**src/verilog/bim_cfg.svh**
```systemverilog
// Constants for the 32-bit bus input module and its controller
`ifndef BIM_CFG_SVH
`define BIM_CFG_SVH
`define BIM_ADDR_W        8
`define BIM_DATA_W        8
`define BIM_NUM_BYTES     4
// Arbitrary type code value, not taken from any real module
`define BIM_TYPE_CODE     8'ha5
`define BIM_SEL_LO_BIT    0
`define BIM_SEL_HI_BIT    1
`define BIM_CLK_MHZ       50
`define BIM_DESKEW_NS     60
`define BIM_DESKEW_CYC    ((`BIM_DESKEW_NS * `BIM_CLK_MHZ + 999) / 1000)
`define BIM_DIN_NS        60
`define BIM_DIN_CYC       ((`BIM_DIN_NS * `BIM_CLK_MHZ + 999) / 1000)
`define BIM_REPLY_NS      40
`define BIM_REPLY_CYC     ((`BIM_REPLY_NS * `BIM_CLK_MHZ + 999) / 1000)
`define BIM_TIMEOUT_CYC   64
`define BIM_CNT_W         8
`define BIM_CTL_TINV      0
`define BIM_CTL_DIS       1
`define BIM_CTL_GEN       2
`define BIM_CTL_INTA      3
`define BIM_STAT_BUSY     0
`define BIM_STAT_TOUT     1
`define BIM_REG_CTRL      2'h0
`define BIM_REG_ADDR      2'h1
`define BIM_REG_DATA      2'h2
`define BIM_REG_STAT      2'h3
`endif

```
**src/verilog/bim_pkg.sv**
```systemverilog
// Types shared by the bus input module and its controller
`default_nettype none
package bim_pkg;
  typedef enum logic [2:0] {BIM_IDLE, BIM_ADDR, BIM_SYNC, BIM_WAIT, BIM_DONE} bim_state_e;
endpackage : bim_pkg
`default_nettype wire

```
**src/verilog/bim_bus_if.sv**
```systemverilog
// Module bus between the input module and its controller
`default_nettype none
interface bim_bus_if;
  logic [7:0] addr;
  logic       sync;
  logic       din;
  logic       int_addr_strobe;
  logic       test_invert_ctrl;
  logic       input_disable_ctrl;
  logic       type_code_select;
  logic [7:0] data;
  logic       data_oe_n;
  logic       bus_reply;
  modport ctl (output addr, sync, din, int_addr_strobe, test_invert_ctrl, input_disable_ctrl,
               type_code_select, input data, data_oe_n, bus_reply);
  modport dev (input addr, sync, din, int_addr_strobe, test_invert_ctrl, input_disable_ctrl,
               type_code_select, output data, data_oe_n, bus_reply);
endinterface : bim_bus_if
`default_nettype wire

```
**src/verilog/bim_device.sv**
```systemverilog
// 32-bit input module: gating, byte select and read handshake
//
// Functional notes
// RULE_01 - Sample 32 inputs as four bytes
// RULE_02 - No controls: inputs pass unchanged
// RULE_03 - Invert plus disable: all ones
// RULE_04 - Invert alone: inputs inverted
// RULE_05 - Disable alone: all zeros
// RULE_06 - Byte select picks one gated byte
// RULE_07 - Type select returns fixed type code
// RULE_08 - Four consecutive addresses from set base
// RULE_09 - Controller sets address before sync
// RULE_10 - Sync with match: select, mark selected
// RULE_11 - Read strobe and selected drive data
// RULE_12 - Reply follows drive gate after delay
// RULE_13 - Read strobe drop releases data lines
// RULE_14 - Interrupt cycle: strobe, no sync
// RULE_15 - Interrupt strobe clears selected indication
// RULE_16 - Reply drops with drive gate
// RULE_17 - Low address bits choose byte
`include "bim_cfg.svh"
`default_nettype none
module bim_device import bim_pkg::*; #(
  parameter int REPLY_CYC = `BIM_REPLY_CYC
) (
  input  wire logic        sys_clk,
  input  wire logic        reset,
  input  wire logic [31:0] field_in,
  input  wire logic [5:0]  base_sel,
  bim_bus_if.dev           bus
);
  // ****************************************
  // Sizes and elaboration checks
  // ****************************************
  localparam int DATA_W    = `BIM_DATA_W;
  localparam int NUM_BYTES = `BIM_NUM_BYTES;
  localparam int FIELD_W   = DATA_W * NUM_BYTES;
  localparam int SEL_W     = $clog2(NUM_BYTES);
  localparam int ADDR_W    = `BIM_ADDR_W;
  localparam int BASE_W    = ADDR_W - SEL_W;
  localparam int CNT_W     = `BIM_CNT_W;
  localparam int CNT_MAX   = (1 << CNT_W) - 1;
  typedef logic [1:0] bim_sel_t;

  // Reply counter is CNT_W bits; longer delays cannot be served
  if (REPLY_CYC < 1 || REPLY_CYC > CNT_MAX) begin : g_bad_reply
    $error("bim_device: REPLY_CYC out of range");
  end

  if (FIELD_W != $bits(field_in)) begin : g_bad_field
    $error("bim_device: field width disagrees with byte layout");
  end

  if (BASE_W != $bits(base_sel)) begin : g_bad_base
    $error("bim_device: base select width disagrees with address layout");
  end

  if ((1 << SEL_W) != NUM_BYTES || SEL_W != $bits(bim_sel_t)) begin : g_bad_bytes
    $error("bim_device: byte count must match the two byte-select lines");
  end

  if ($bits(`BIM_TYPE_CODE) != DATA_W) begin : g_bad_code
    $error("bim_device: type code width disagrees with data width");
  end

  // ****************************************
  // Helper functions
  // ****************************************
  // Test gating on the whole word
  function automatic logic [FIELD_W-1:0] gate_field(
    input logic [FIELD_W-1:0] raw,
    input logic               invert,
    input logic               dis
  );
    logic [FIELD_W-1:0] res;
    if (invert && dis) begin
      res = '1; // RULE_03
    end else if (invert) begin
      res = ~raw; // RULE_04
    end else if (dis) begin
      res = '0; // RULE_05
    end else begin
      res = raw; // RULE_02
    end
    return res;
  endfunction : gate_field

  // Byte lane chosen by the two select lines
  function automatic logic [DATA_W-1:0] pick_byte(
    input logic [FIELD_W-1:0] word,
    input bim_sel_t           sel
  );
    logic [DATA_W-1:0] res;
    res = '0;
    for (int i = 0; i < NUM_BYTES; i++) begin
      if (sel == SEL_W'(i)) begin
        res = word[i*DATA_W +: DATA_W]; // RULE_17
      end
    end
    return res;
  endfunction : pick_byte

  // Upper address bits against the module's base
  function automatic logic addr_hit(
    input logic [ADDR_W-1:0] a,
    input logic [BASE_W-1:0] base
  );
    return a[ADDR_W-1:SEL_W] == base; // RULE_08
  endfunction : addr_hit

  // ****************************************
  // State
  // ****************************************
  typedef struct packed {
    logic [FIELD_W-1:0] field;
    logic               byte_sel_lo;
    logic               byte_sel_hi;
    logic               module_selected;
    logic               read_drive_gate;
    logic [CNT_W-1:0]   reply_cnt;
    logic               bus_reply;
    logic [DATA_W-1:0]  data;
    logic               data_oe_n;
  } bim_dev_s;

  // Data lines released out of reset
  localparam bim_dev_s DEV_RESET = '{data_oe_n: 1'b1, default: '0};

  bim_dev_s           st_reg;
  bim_dev_s           st_next;
  logic [FIELD_W-1:0] gated;
  logic [DATA_W-1:0]  sel_byte;
  logic               addr_match;
  logic               drive_next;

  // ****************************************
  // Next-state logic
  // ****************************************
  // Read walk in edges: sync seen -> selection latched; din seen -> gate
  // and drive; REPLY_CYC edges later -> reply; din dropped -> gate, drive
  // and reply fall together on one edge.
  // Field pins are sampled once per clock and gated from that sample, so a
  // pin change reaches the data lines two edges later; the byte is live
  // while driven, not frozen at the start of the read.
  always_comb begin
    st_next = st_reg;
    st_next.field = field_in; // RULE_01
    gated = gate_field(st_reg.field, bus.test_invert_ctrl, bus.input_disable_ctrl);
    sel_byte = pick_byte(gated, {st_reg.byte_sel_hi, st_reg.byte_sel_lo}); // RULE_06
    addr_match = addr_hit(bus.addr, base_sel);
    drive_next = 1'b0;

    // Selection outlives sync; only a new sync or the interrupt-address
    // strobe changes it, so that cycle cannot reuse a stale selection
    if (bus.int_addr_strobe) begin
      st_next.module_selected = 1'b0; // RULE_15
    end else if (bus.sync) begin
      st_next.module_selected = addr_match; // RULE_10
      if (addr_match) begin
        st_next.byte_sel_lo = bus.addr[`BIM_SEL_LO_BIT]; // RULE_17
        st_next.byte_sel_hi = bus.addr[`BIM_SEL_HI_BIT];
      end
    end

    drive_next = bus.din && st_reg.module_selected; // RULE_11
    st_next.read_drive_gate = drive_next;
    st_next.data_oe_n = !drive_next; // RULE_13
    if (bus.type_code_select) begin
      st_next.data = DATA_W'(`BIM_TYPE_CODE); // RULE_07
    end else begin
      st_next.data = sel_byte;
    end

    // Reply waits REPLY_CYC edges of a standing gate
    if (!st_reg.read_drive_gate) begin
      st_next.reply_cnt = '0;
      st_next.bus_reply = 1'b0;
    end else if (st_reg.reply_cnt < CNT_W'(REPLY_CYC - 1)) begin
      st_next.reply_cnt = st_reg.reply_cnt + CNT_W'(1);
    end else begin
      st_next.bus_reply = 1'b1; // RULE_12
    end
    // Reply never outlives the gate, or the controller sees a stale acknowledge
    if (!drive_next) begin
      st_next.bus_reply = 1'b0; // RULE_16
    end
  end

  // ****************************************
  // Registers
  // ****************************************
  always_ff @(posedge sys_clk) begin
    if (reset) begin
      st_reg <= DEV_RESET;
    end else begin
      st_reg <= st_next;
    end
  end

  // ****************************************
  // Bus side outputs
  // ****************************************
  assign bus.data      = st_reg.data;
  assign bus.data_oe_n = st_reg.data_oe_n;
  assign bus.bus_reply = st_reg.bus_reply;
endmodule : bim_device
`default_nettype wire

```
**src/flat_wrapper.sv**
```systemverilog
// flat-port wrapper written by rule: the top's interface ports become plain ports
module bim_device_flat import bim_pkg::*;
#(
  parameter int REPLY_CYC = `BIM_REPLY_CYC
)
  (sys_clk, reset, field_in, base_sel, bus_addr, bus_sync, bus_din, bus_int_addr_strobe, bus_test_invert_ctrl, bus_input_disable_ctrl, bus_type_code_select, bus_data, bus_data_oe_n, bus_bus_reply);
  bim_bus_if bus_i ();
  input  wire logic sys_clk;
  input  wire logic reset;
  input  wire logic [31:0] field_in;
  input  wire logic [5:0] base_sel;
  input wire logic [$bits(bus_i.addr)-1:0] bus_addr;
  input wire logic [$bits(bus_i.sync)-1:0] bus_sync;
  input wire logic [$bits(bus_i.din)-1:0] bus_din;
  input wire logic [$bits(bus_i.int_addr_strobe)-1:0] bus_int_addr_strobe;
  input wire logic [$bits(bus_i.test_invert_ctrl)-1:0] bus_test_invert_ctrl;
  input wire logic [$bits(bus_i.input_disable_ctrl)-1:0] bus_input_disable_ctrl;
  input wire logic [$bits(bus_i.type_code_select)-1:0] bus_type_code_select;
  output wire logic [$bits(bus_i.data)-1:0] bus_data;
  output wire logic [$bits(bus_i.data_oe_n)-1:0] bus_data_oe_n;
  output wire logic [$bits(bus_i.bus_reply)-1:0] bus_bus_reply;
  assign bus_i.addr = bus_addr;
  assign bus_i.sync = bus_sync;
  assign bus_i.din = bus_din;
  assign bus_i.int_addr_strobe = bus_int_addr_strobe;
  assign bus_i.test_invert_ctrl = bus_test_invert_ctrl;
  assign bus_i.input_disable_ctrl = bus_input_disable_ctrl;
  assign bus_i.type_code_select = bus_type_code_select;
  assign bus_data = bus_i.data;
  assign bus_data_oe_n = bus_i.data_oe_n;
  assign bus_bus_reply = bus_i.bus_reply;
  bim_device #(.REPLY_CYC(REPLY_CYC)) u_core (.sys_clk(sys_clk), .reset(reset), .field_in(field_in), .base_sel(base_sel), .bus(bus_i));
endmodule
```
**config.mk**
```make
export PLATFORM = sky130hd
export DESIGN_NAME = bim_device_flat
export DESIGN_NICKNAME = d
export VERILOG_FILES = /design/src/verilog/bim_pkg.sv /design/src/verilog/bim_bus_if.sv /design/src/verilog/bim_device.sv /design/src/flat_wrapper.sv
export VERILOG_INCLUDE_DIRS = /design/src /design/src/verilog
export SDC_FILE = /design/constraint.sdc
export NUM_CORES = 1
export LEC_CHECK = 0
export ABC_AREA = 1
export BUFFER_PORTS_ARGS = -buffer_cell sky130_fd_sc_hd__buf_2
export CORE_ASPECT_RATIO = 0.75
export CORE_MARGIN = 1.5
export CORE_UTILIZATION = 50
export DETAILED_ROUTE_END_ITERATION = 6
export HOLD_SLACK_MARGIN = 0.02
export PLACE_DENSITY = 0.73
export SLEW_MARGIN = 20
export SYNTH_ARGS = -nofsm -noshare
export SYNTH_HDL_FRONTEND = slang
export SYNTH_SLANG_ARGS = --single-unit
```
**constraint.sdc**
```tcl
create_clock -name sys_clk -period 2.3 [get_ports sys_clk]
set_clock_uncertainty 0.2 [all_clocks]
set_input_delay 0.115 -clock sys_clk [delete_from_list [all_inputs] [get_ports sys_clk]]
set_output_delay 0.115 -clock sys_clk [all_outputs]
set_load 0.005 [all_outputs]
```
Word level (Yosys, flattened, before mapping). Cells that the tools add are included.

Bits in read-only memories: 0. Output and inout bits: 10. Register bits: 54. Bits of input ports: 54. Memory bits (writable): 0. Memories: 0. Bits in latches: 0.

Multipliers: 0. Shift operators: 0. Bitwise logic cells: 4. Reductions and logical operators: 9. Div/mod/pow operators: 0. Multiplexer cells: 8. Magnitude comparators: 1. Equal/unequal tests: 4. $add $sub $neg: 1.

Operators by type and width (number): 2-to-1 mux 32 bit (3); 2-to-1 mux 8 bit (5); NOT 32 bit (1); adder 8 x 1 -> 8 bit, second input constant (1); less-than comparator 8 x 1 -> 1 bit, second input constant (1); equality test 6 bit (1); OR reduction 2 bit (3); equality test 2 bit, second input constant (2); NOT 1 bit (3); AND reduction 3 bit (1); OR reduction 3 bit (1); equality test 2 x 1 -> 1 bit, second input constant (1); logical AND 1 bit (2); zero test 2 bit (1); zero test 1 bit (1).

Logic depth before layout (Yosys ltp). Gate-level depths: netlist (run 1).

Depth in word-level cells: 8. Gate-level depth with buffers: 9.

Least setup slack after synthesis (run 1). No wires, ideal clock.

Kind: flip-flop to flip-flop. Start point: register u_core.st_reg[10] (netlist bit). End point: register u_core.st_reg[11] (netlist bit). Buffers on the path: 0. Library setup time: 0.123 ns. Path slack: 0.964 ns. Period minus slack after synthesis: 1.336 ns. Arrival time: 1.013 ns. Stages on the path, launching flop included: 8. Cell sequence: dfxtp_1 -> inv_1 -> ha_1 -> nand4_1 -> nor2_1 -> nor2_1 -> a21oi_1 -> nor2_1.

Cells in the longest elaborated chain, start to end: 1.

RTL lines: start: declaration (RTL line bim_device.sv:129) `bim_dev_s st_reg;`; start signal: assignment (RTL line bim_device.sv:196) `st_reg <= st_next;`; adder 8 x 1 -> 8 bit or less-than comparator 8 x 1 -> 1 bit (tied branches) (RTL line bim_device.sv:179, bim_device.sv:178).

Parallel ways exist; a longest one is shown, timed or not. A chain may end at the register's enable or synchronous reset.

Worst setup path after layout (run 1).
Start point: input reset. End point: register u_core.st_reg[19] (netlist bit).

Cells in the longest elaborated chain, start to end: 1.

RTL lines: start: declaration (RTL line flat_wrapper.sv:9) `input wire logic reset;`; OR reduction 2 bit (no line).

Every way passes these cells.

==> qor.yml, run 1 <==
pre_cts_ws_ps: 636
path_class: "primary input to flip-flop"
layout_worst_path_cycle_share_pct: 68.6
yosysWarnings: 0
wl_per_cell_um: 10.6
drt_wl_total_mm: 5.49
synth-seq-cells: 54
cts-resized-gates: 0
synth_area_leaders: "dfxtp_1, nand2_1, nor2_1"
dr.first_iter.drc_count: 156
drtPass1Iterations: 6
num_rows: 22
viasPerCell: 4.64
place_congestion: 0.822
dieHeight_um: 64.4
slew_violations: 0
overflow: 0
violations: "DRC"
synth_ff_type: "dfxtp_1"
cts_tree: "done"
drt.antenna.violating_nets: 0
tns_ps: 0
antenna_found_initial: 0
syn_to_final_growth_pct: 30.1
finalHoldViolCount: 0
rsz0062_at_grt: "no"
power-per-cell-area_mw_per_mm2: 574
holdCritPathClass: "primary input to flip-flop"
drv_cap: 0
ioPinCount: 64
setup_ws_ps: 722
diodes: 0
utilization_pct: 67.1
vias: 2413
yosys.area.top_type: "dfxtp_1"
finalPower_mw: 1.88
leakage_nw: 1.66
crit_fanout: 5
clock-root-buffer: "clkbuf_8"
fill_cells: 406
drc_errors: 4
syn_inst: 371
yosys-top-cells-count: "nand2_1, nor2_1, inv_1"
yosysSeqAreaShare_pct: 43.0
dp_hpwl_mm: 3.59
crit_arrival_ps: 1630
insertion_delay_ps: 310
netlist.area_leader.share_pct: 43.0
synth_edf_count: 0
grt_pass1_wl_mm: 9.07
maxSlewHeadroom_pct: 56.2
dieArea_mm2: 0.00547
synthArstFlopShare_pct: 0
yosysUniqueCellTypes: 25
avgSynthCellArea_um2: 6.78
max-vdd-ir-drop_mv: 0.325
fin_crit_ps: 1580
initial_core_util_pct: 51.6
synth.most_common_cell: "nand2_1"
cp_data_required_time_ps: 2350
clkSinkCount: 54
tightest_slew_ps: 656
cts.path.max_buffers: 2
endpoint_kind: "flip-flop"
crit_chain: "dlygate4sd3_1, buf_2, inv_1, nand2_1, nor2_1, dlygate4sd3_1"
cpMaxStageDelayCell: "dlygate4sd3_1"
setup_viol: 0
outcome: "complete, but fails checks"
h-tree-depth: 2
cts_buffers: 5
critPathLaunchType: "primary input"
grt_start_max_net_pins: 50
clkTransAtPathRegs_ps: 90
postCtsSetupBuffers: 0
clock.fmax_mhz: 634
syn_area_mm2: 0.00251
track_usage_pct: 21.2
core_mm2: 0.00487
die_w_um: 84.9
crit_top_cell: "dlygate4sd3_1"
synth.net_count: 427
drive_gt1_share_pct: 17.8
largest_register_ffs: 44
io_buffers: 63
worst_path_largest_cell_delay_ps: 550
grt_pass1_vias: 2113
final_nets: 515
[logic make-up after synthesis]
group	after synthesis	synth area share (%)
DFF	54	43.0
xor gates and xnor gates	9	3.14
and+or+nand+nor	199	33.0
buffers and inverters	85	15.3
adders and majority gates	2	0.995
AOI/OAI and AO/OA	22	4.58
[final timing paths]
path	start	to	slack (ps)	depth (start not counted)
setup reg to reg	u_core.st_reg[10]	u_core.st_reg[10]	830	6
hold reg to reg	u_core.st_reg[17]	u_core.st_reg[17]	240	2
hold / removal	bus_addr[2]	u_core.st_reg[21]	110	6
setup / recovery	reset	u_core.st_reg[19]	720	6
[power breakdown]
part           total [mW]  leakage [nW]  switching [mW]  internal [mW]
clock               0.636        0.0585           0.309          0.326
sequential          0.989         0.446          0.0157          0.974
combinational       0.252          1.16           0.124          0.128
[cell type report]
cell class | instances | area, um^2 | share of cell area, %
Clock inverter | 3 | 43.8 | 1.34
Multi-Input combinational cell | 232 | 1050 | 32.1
Clock buffer | 5 | 68.8 | 2.10
Tap cell | 60 | 75.1 | 2.30
Inverter | 62 | 233 | 7.12
Sequential cell | 54 | 1080 | 33.1
Timing Repair Buffer | 104 | 721 | 22.0
[layout by cell type, fill, tap and decap left out, types with 2 or more instances in the layout]
master / count
o21ai_0: 3
dlygate4sd3_1: 39
nand2_1: 83
nor3_1: 2
buf_2: 63
inv_2: 3
xor2_1: 8
inv_1: 59
nor2_1: 64
clkbuf_8: 5
a21oi_1: 12
dfxtp_1: 54
ha_1: 2
nor2_4: 2
o21ai_1: 5
buf_4: 2
nand3_1: 44
[per-layer routing]
metal | up-vias | GRT usage, % | part of all wire [%]
met2 | 70 | 34.1 | 47
li1 | 1279 | - | -
met4 | 0 | 7.58 | 1.6
met5 | - | 0 | 0
met1 | 1053 | 27.4 | 45
met3 | 11 | 6.07 | 5.9
[timing repair]
action,in CTS,in global routing
endpoints found under the setup margin,0,0
hold endpoints to repair,42,0
hold buffers,39,0
[worst max-delay path, delay by kind of cell]
kind,cells,cell delay (ps)
simple gates,2,170
buf+inv,4,1340
[per-stage QoR]
stage	hold slack, ps	std cells	area, um^2
after floorplan	22.0	371	2510
after global placement	114	473	2770
after detailed placement	124	473	2770
after CTS	107	520	3270
after global routing	158	520	3270
final	112	520	3270
(Power assumes the default switching activity.)
==> run 2, diff against run 1 <==
--- a/config.mk
+++ b/config.mk
@@ -10,10 +10,10 @@
 export BUFFER_PORTS_ARGS = -buffer_cell sky130_fd_sc_hd__buf_2
 export CORE_ASPECT_RATIO = 0.75
 export CORE_MARGIN = 1.5
-export CORE_UTILIZATION = 50
+export CORE_UTILIZATION = 47
 export DETAILED_ROUTE_END_ITERATION = 6
 export HOLD_SLACK_MARGIN = 0.02
-export PLACE_DENSITY = 0.73
+export PLACE_DENSITY = 0.72
 export SLEW_MARGIN = 20
 export SYNTH_ARGS = -nofsm -noshare
 export SYNTH_HDL_FRONTEND = slang
==> constraint.sdc (replaced) <==
create_clock -name sys_clk -period 1.33 [get_ports sys_clk]
set_clock_uncertainty 0.2 [all_clocks]
set_input_delay 0.0665 -clock sys_clk [delete_from_list [all_inputs] [get_ports sys_clk]]
set_output_delay 0.0665 -clock sys_clk [all_outputs]
set_load 0.005 [all_outputs]
==> qor.yml, run 2 (same netlist as run 1, synthesis figures left out) <==
rr_endpoint: "u_core.bus.data[0]"
ff2ff_path_depth: 7
wl_per_cell_um: 12.6
finalPower_mw: 3.18
drive_gt1_share_pct: 26.9
clkSinkCount: 54
cts.path.max_buffers: 2
slew_violations: 0
track_usage_pct: 23.7
drt.antenna.violating_nets: 0
endpoint_kind: "flip-flop"
crit_arrival_ps: 1500
place_congestion: 0.886
rsz0062_at_grt: "yes"
antenna_found_initial: 0
mostFrequentLayoutCells: "nand2_1, buf_2, nor2_1"
die_w_um: 87.4
largest_register_ffs: 44
grt_pass1_vias: 2392
drv_cap: 0
reg2reg_setup_slack_ps: -120
grt_pass1_wl_mm: 10.5
final_nets: 538
pre_cts_ws_ps: -84.0
dieArea_mm2: 0.00580
num_rows: 22
dr.first_iter.drc_count: 177
cts_tree: "done"
power-per-cell-area_mw_per_mm2: 862
max-vdd-ir-drop_mv: 0.519
drc_errors: 0
drtPass1Iterations: 5
leakage_nw: 1.81
whs_path_depth: 4
ioPinCount: 64
layout_worst_path_cycle_share_pct: 109
maxSlewHeadroom_pct: 72.7
fin_crit_ps: 1450
outcome: "complete, but fails checks"
h-tree-depth: 2
holdCritPathClass: "primary input to flip-flop"
cp_data_required_time_ps: 1390
cts_buffers: 5
clock-root-buffer: "clkbuf_8"
initial_core_util_pct: 50.2
io_buffers: 63
finalHoldViolCount: 0
fill_cells: 359
tightest_slew_ps: 407
reg2reg_from: "u_core.st_reg[21]"
grt_start_max_net_pins: 36
vias: 2654
path_class: "flip-flop to flip-flop"
overflow: 0
dieHeight_um: 66.3
final_cells: 555
setup_viol: 10
syn_to_final_growth_pct: 46.9
critPathLaunchType: "flip-flop"
placed_cells: 492
core_mm2: 0.00501
violations: "setup timing"
dp_hpwl_mm: 3.93
hold_start: "reset"
crit_fanout: 8
clock.fmax_mhz: 691
diodes: 0
drt_wl_total_mm: 7.00
setup_ws_ps: -117
viasPerCell: 4.78
clkTransAtPathRegs_ps: 110
insertion_delay_ps: 320
min_to: "u_core.st_reg[13]"
final_common_cell: "nand2_1"
run 2: critical path, cell delays in order, from the launching register on:
cell	delay (ps)
dfxtp_4	420
inv_4	50
nor2_4	260
buf_4	170
nand2_1	70
nand3_1	90
nor2_1	50
nor2_1	90
run 2: timing repair:
action	in CTS	in global routing
hold endpoints to repair	46	13
buffers inserted	2	5
hold buffers	60	2
pin swaps	3	24
endpoints found under the setup margin	11	26
gates resized for setup	10	38
cloned	0	0
run 2: worst max-delay path by stage:
stage                      start                  to  slack [ps]  cells after the start
3_5_place_dp   u_core.st_reg[10]   u_core.st_reg[11]         -80                      7
2_1_floorplan  u_core.st_reg[10]   u_core.st_reg[11]          30                      7
4_1_cts        u_core.st_reg[10]   u_core.st_reg[10]         -60                      6
5_1_grt        u_core.st_reg[21]  u_core.bus.data[0]        -180                      7
3_3_place_gp   u_core.st_reg[21]  u_core.bus.data[6]         -30                      6
6_report       u_core.st_reg[21]  u_core.bus.data[0]        -120                      7
run 2: cell type report:
type	instances	area, um^2	share of cell area [%]
clock buffers	5	68.8	1.86
inverters	62	240	6.51
repair buffers	127	977	26.5
well taps	72	90.1	2.44
flip-flops and latches	54	1090	29.5
multi-input cells	232	1200	32.5
clock inverters	3	23.8	0.644
run 2: power by group:
group	switching (mW)	internal [mW]	leakage (nW)	total [mW]
combinational	0.255	0.273	1.32	0.528
clock	0.569	0.377	0.0408	0.946
sequential	0.0292	1.68	0.449	1.71
total	0.853	2.33	1.81	3.18
run 2: layer usage:
| layer | up-vias | share of wire, % | GRT usage, % |
|---|---|---|---|
| li1 | 1326 | - | - |
| met1 | 1193 | 44 | 29.6 |
| met2 | 106 | 47 | 40.4 |
| met3 | 29 | 6.2 | 4.74 |
| met4 | 0 | 3.5 | 8.93 |
| met5 | - | 0 | 0 |
run 2: metrics by stage:
stage | util (%) | hold WS, ps | setup TNS, ps | area [um^2]
after CTS | 71.8 | 29.5 | -123 | 3600
after floorplan | - | -26.5 | 0 | 2520
final | 73.7 | 58.8 | -445 | 3690
after detailed placement | 57.1 | 71.5 | -418 | 2860
after global routing | 73.7 | 70.6 | -1130 | 3690
after global placement | 57.1 | 67.6 | -46.8 | 2860
==> run 3, diff against run 2 <==
--- a/config.mk
+++ b/config.mk
@@ -8,12 +8,15 @@
 export LEC_CHECK = 0
 export ABC_AREA = 1
 export BUFFER_PORTS_ARGS = -buffer_cell sky130_fd_sc_hd__buf_2
+export CELL_PAD_IN_SITES_DETAIL_PLACEMENT = 2
+export CELL_PAD_IN_SITES_GLOBAL_PLACEMENT = 2
 export CORE_ASPECT_RATIO = 0.75
 export CORE_MARGIN = 1.5
-export CORE_UTILIZATION = 47
+export CORE_UTILIZATION = 25
+export CTS_CLUSTER_DIAMETER = 80
 export DETAILED_ROUTE_END_ITERATION = 6
 export HOLD_SLACK_MARGIN = 0.02
-export PLACE_DENSITY = 0.72
+export PLACE_DENSITY = 0.71
 export SLEW_MARGIN = 20
 export SYNTH_ARGS = -nofsm -noshare
 export SYNTH_HDL_FRONTEND = slang
==> qor.yml, run 3 (same netlist as run 1, synthesis figures left out) <==
fin_hold_ws_ps: 178
cts_buffers: 5
outcome: "complete, but fails checks"
drt_wl_total_mm: 9.01
vias: 2670
dieArea_mm2: 0.0107
max-vdd-ir-drop_mv: 0.650
layout_worst_path_cycle_share_pct: 108
viasPerCell: 4.33
drive_gt1_share_pct: 28.2
core_mm2: 0.00970
clock.fmax_mhz: 697
initial_core_util_pct: 25.9
h-tree-depth: 2
power-per-cell-area_mw_per_mm2: 956
dr.first_iter.drc_count: 78
p_sw_uw: 963
reg2reg_setup_slack_ps: -100
io_buffers: 63
seq_power_share_pct: 47.2
slew_violations: 0
cts_tree: "done"
overflow: 0
critPathLaunchType: "flip-flop"
power.internal_mw: 2.67
largest_register_ffs: 44
fin_crit_ps: 1430
place_area_mm2: 0.00298
combPwrFrac_pct: 14.8
place_congestion: 0.757
ioPinCount: 64
crit_arrival_ps: 1470
diodes: 0
grt_start_max_net_pins: 38
insertion_delay_ps: 300
grt_pass1_wl_mm: 14.5
final_common_cell: "nand2_1"
crit_fanout: 4
drv_cap: 0
drtPass1Iterations: 4
clock-root-buffer: "clkbuf_16"
design_area_mm2: 0.00380
dp_hpwl_mm: 5.66
track_usage_pct: 17.1
die_w_um: 119
cp_data_required_time_ps: 1360
drt.antenna.violating_nets: 0
grt_pass1_vias: 2881
holdCritPathClass: "primary input to flip-flop"
path_class: "flip-flop to flip-flop"
clkTransAtPathRegs_ps: 80
rsz0062_at_grt: "yes"
num_rows: 31
endpoint_kind: "flip-flop"
violations: "setup timing"
dieHeight_um: 89.8
finalHoldViolCount: 0
clkSinkCount: 54
wl_per_cell_um: 14.6
setup_viol: 10
drc_errors: 0
antenna_found_initial: 0
setup_ws_ps: -104
cts.path.max_buffers: 2
power.share.clock_pct: 37.9
leakage_nw: 1.88
mostFrequentLayoutCells: "nand2_1, buf_2, nor2_1"
swShare_pct: 26.5
final_nets: 540
syn_to_final_growth_pct: 51.1
tightest_slew_ps: 290
maxSlewHeadroom_pct: 80.7
[run 3: changes by cell type in the layout (fill, tap and decap cells not counted), moves of 3 or more]
cell	delta
buf_4	+9
dlygate4sd3_1	-9
nand3_2	-6
clkbuf_16	+5
clkbuf_8	-5
nand3_1	+5
inv_2	+3
inv_4	-3
[run 3: metal layers]
| layer | part of all wire (%) | vias up | GRT usage, % |
|---|---|---|---|
| met2 | 51 | 48 | 30.7 |
| met5 | 0 | - | 0 |
| met3 | 3.2 | 8 | 3.05 |
| li1 | - | 1331 | - |
| met1 | 45 | 1283 | 21.2 |
| met4 | 1.3 | 0 | 4.42 |
[run 3: final cells by class]
| class | count | area, um^2 |
|---|---|---|
| inverter | 62 | 233 |
| tap | 132 | 165 |
| clock inverter | 3 | 28.8 |
| timing repair buffer | 129 | 970 |
| sequential | 54 | 1090 |
| multi-input combinational | 232 | 1180 |
| clock buffer | 5 | 125 |
| fill | 1146 | 5900 |
[run 3: final timing paths]
path                                         from                  to  cells past startpoint
worst max-delay path            u_core.st_reg[20]  u_core.bus.data[3]                      8
worst min-delay path                  bus_addr[2]   u_core.st_reg[19]                      7
worst max register to register  u_core.st_reg[20]  u_core.bus.data[3]                      8
worst min register to register  u_core.st_reg[14]   u_core.st_reg[14]                      2
[run 3: per-stage QoR]
stage | setup TNS, ps | util [%] | setup WS [ps] | instances | total power [mW]
6_report | -623 | 39.2 | -104 | 617 | 3.63
5_1_grt | -1360 | 39.2 | -180 | 617 | 3.81
4_1_cts | -294 | 37.5 | -110 | 609 | 3.63
3_5_place_dp | -1160 | 30.7 | -255 | 557 | 2.16
3_3_place_gp | -554 | 30.7 | -188 | 557 | 2.14
2_1_floorplan | 0 | - | 34.3 | 371 | 1.99
[run 3: what timing repair did]
action | in CTS | in global routing
endpoints found under the hold margin | 42 | 0
hold buffers | 39 | 0
pin swaps | 10 | 15
buffers inserted | 5 | 8
resized for setup | 23 | 18
setup endpoints to repair | 11 | 16
[run 3: worst max-delay path, cell delays in order, from the launching register on]
cell	delay, ps
dfxtp_4	370
buf_6	120
nor2_4	170
buf_12	140
buf_6	90
nand3_2	60
nand3_2	60
nor2_2	50
nor2_1	100
[run 3: power groups by stage]
stage	registers [mW]	clock network (mW)	logic, mW
after floorplan	1.74	0	0.250
after global placement	1.75	0	0.391
after detailed placement	1.75	0	0.408
after CTS	1.71	1.41	0.508
after global routing	1.72	1.48	0.604
final	1.71	1.38	0.539
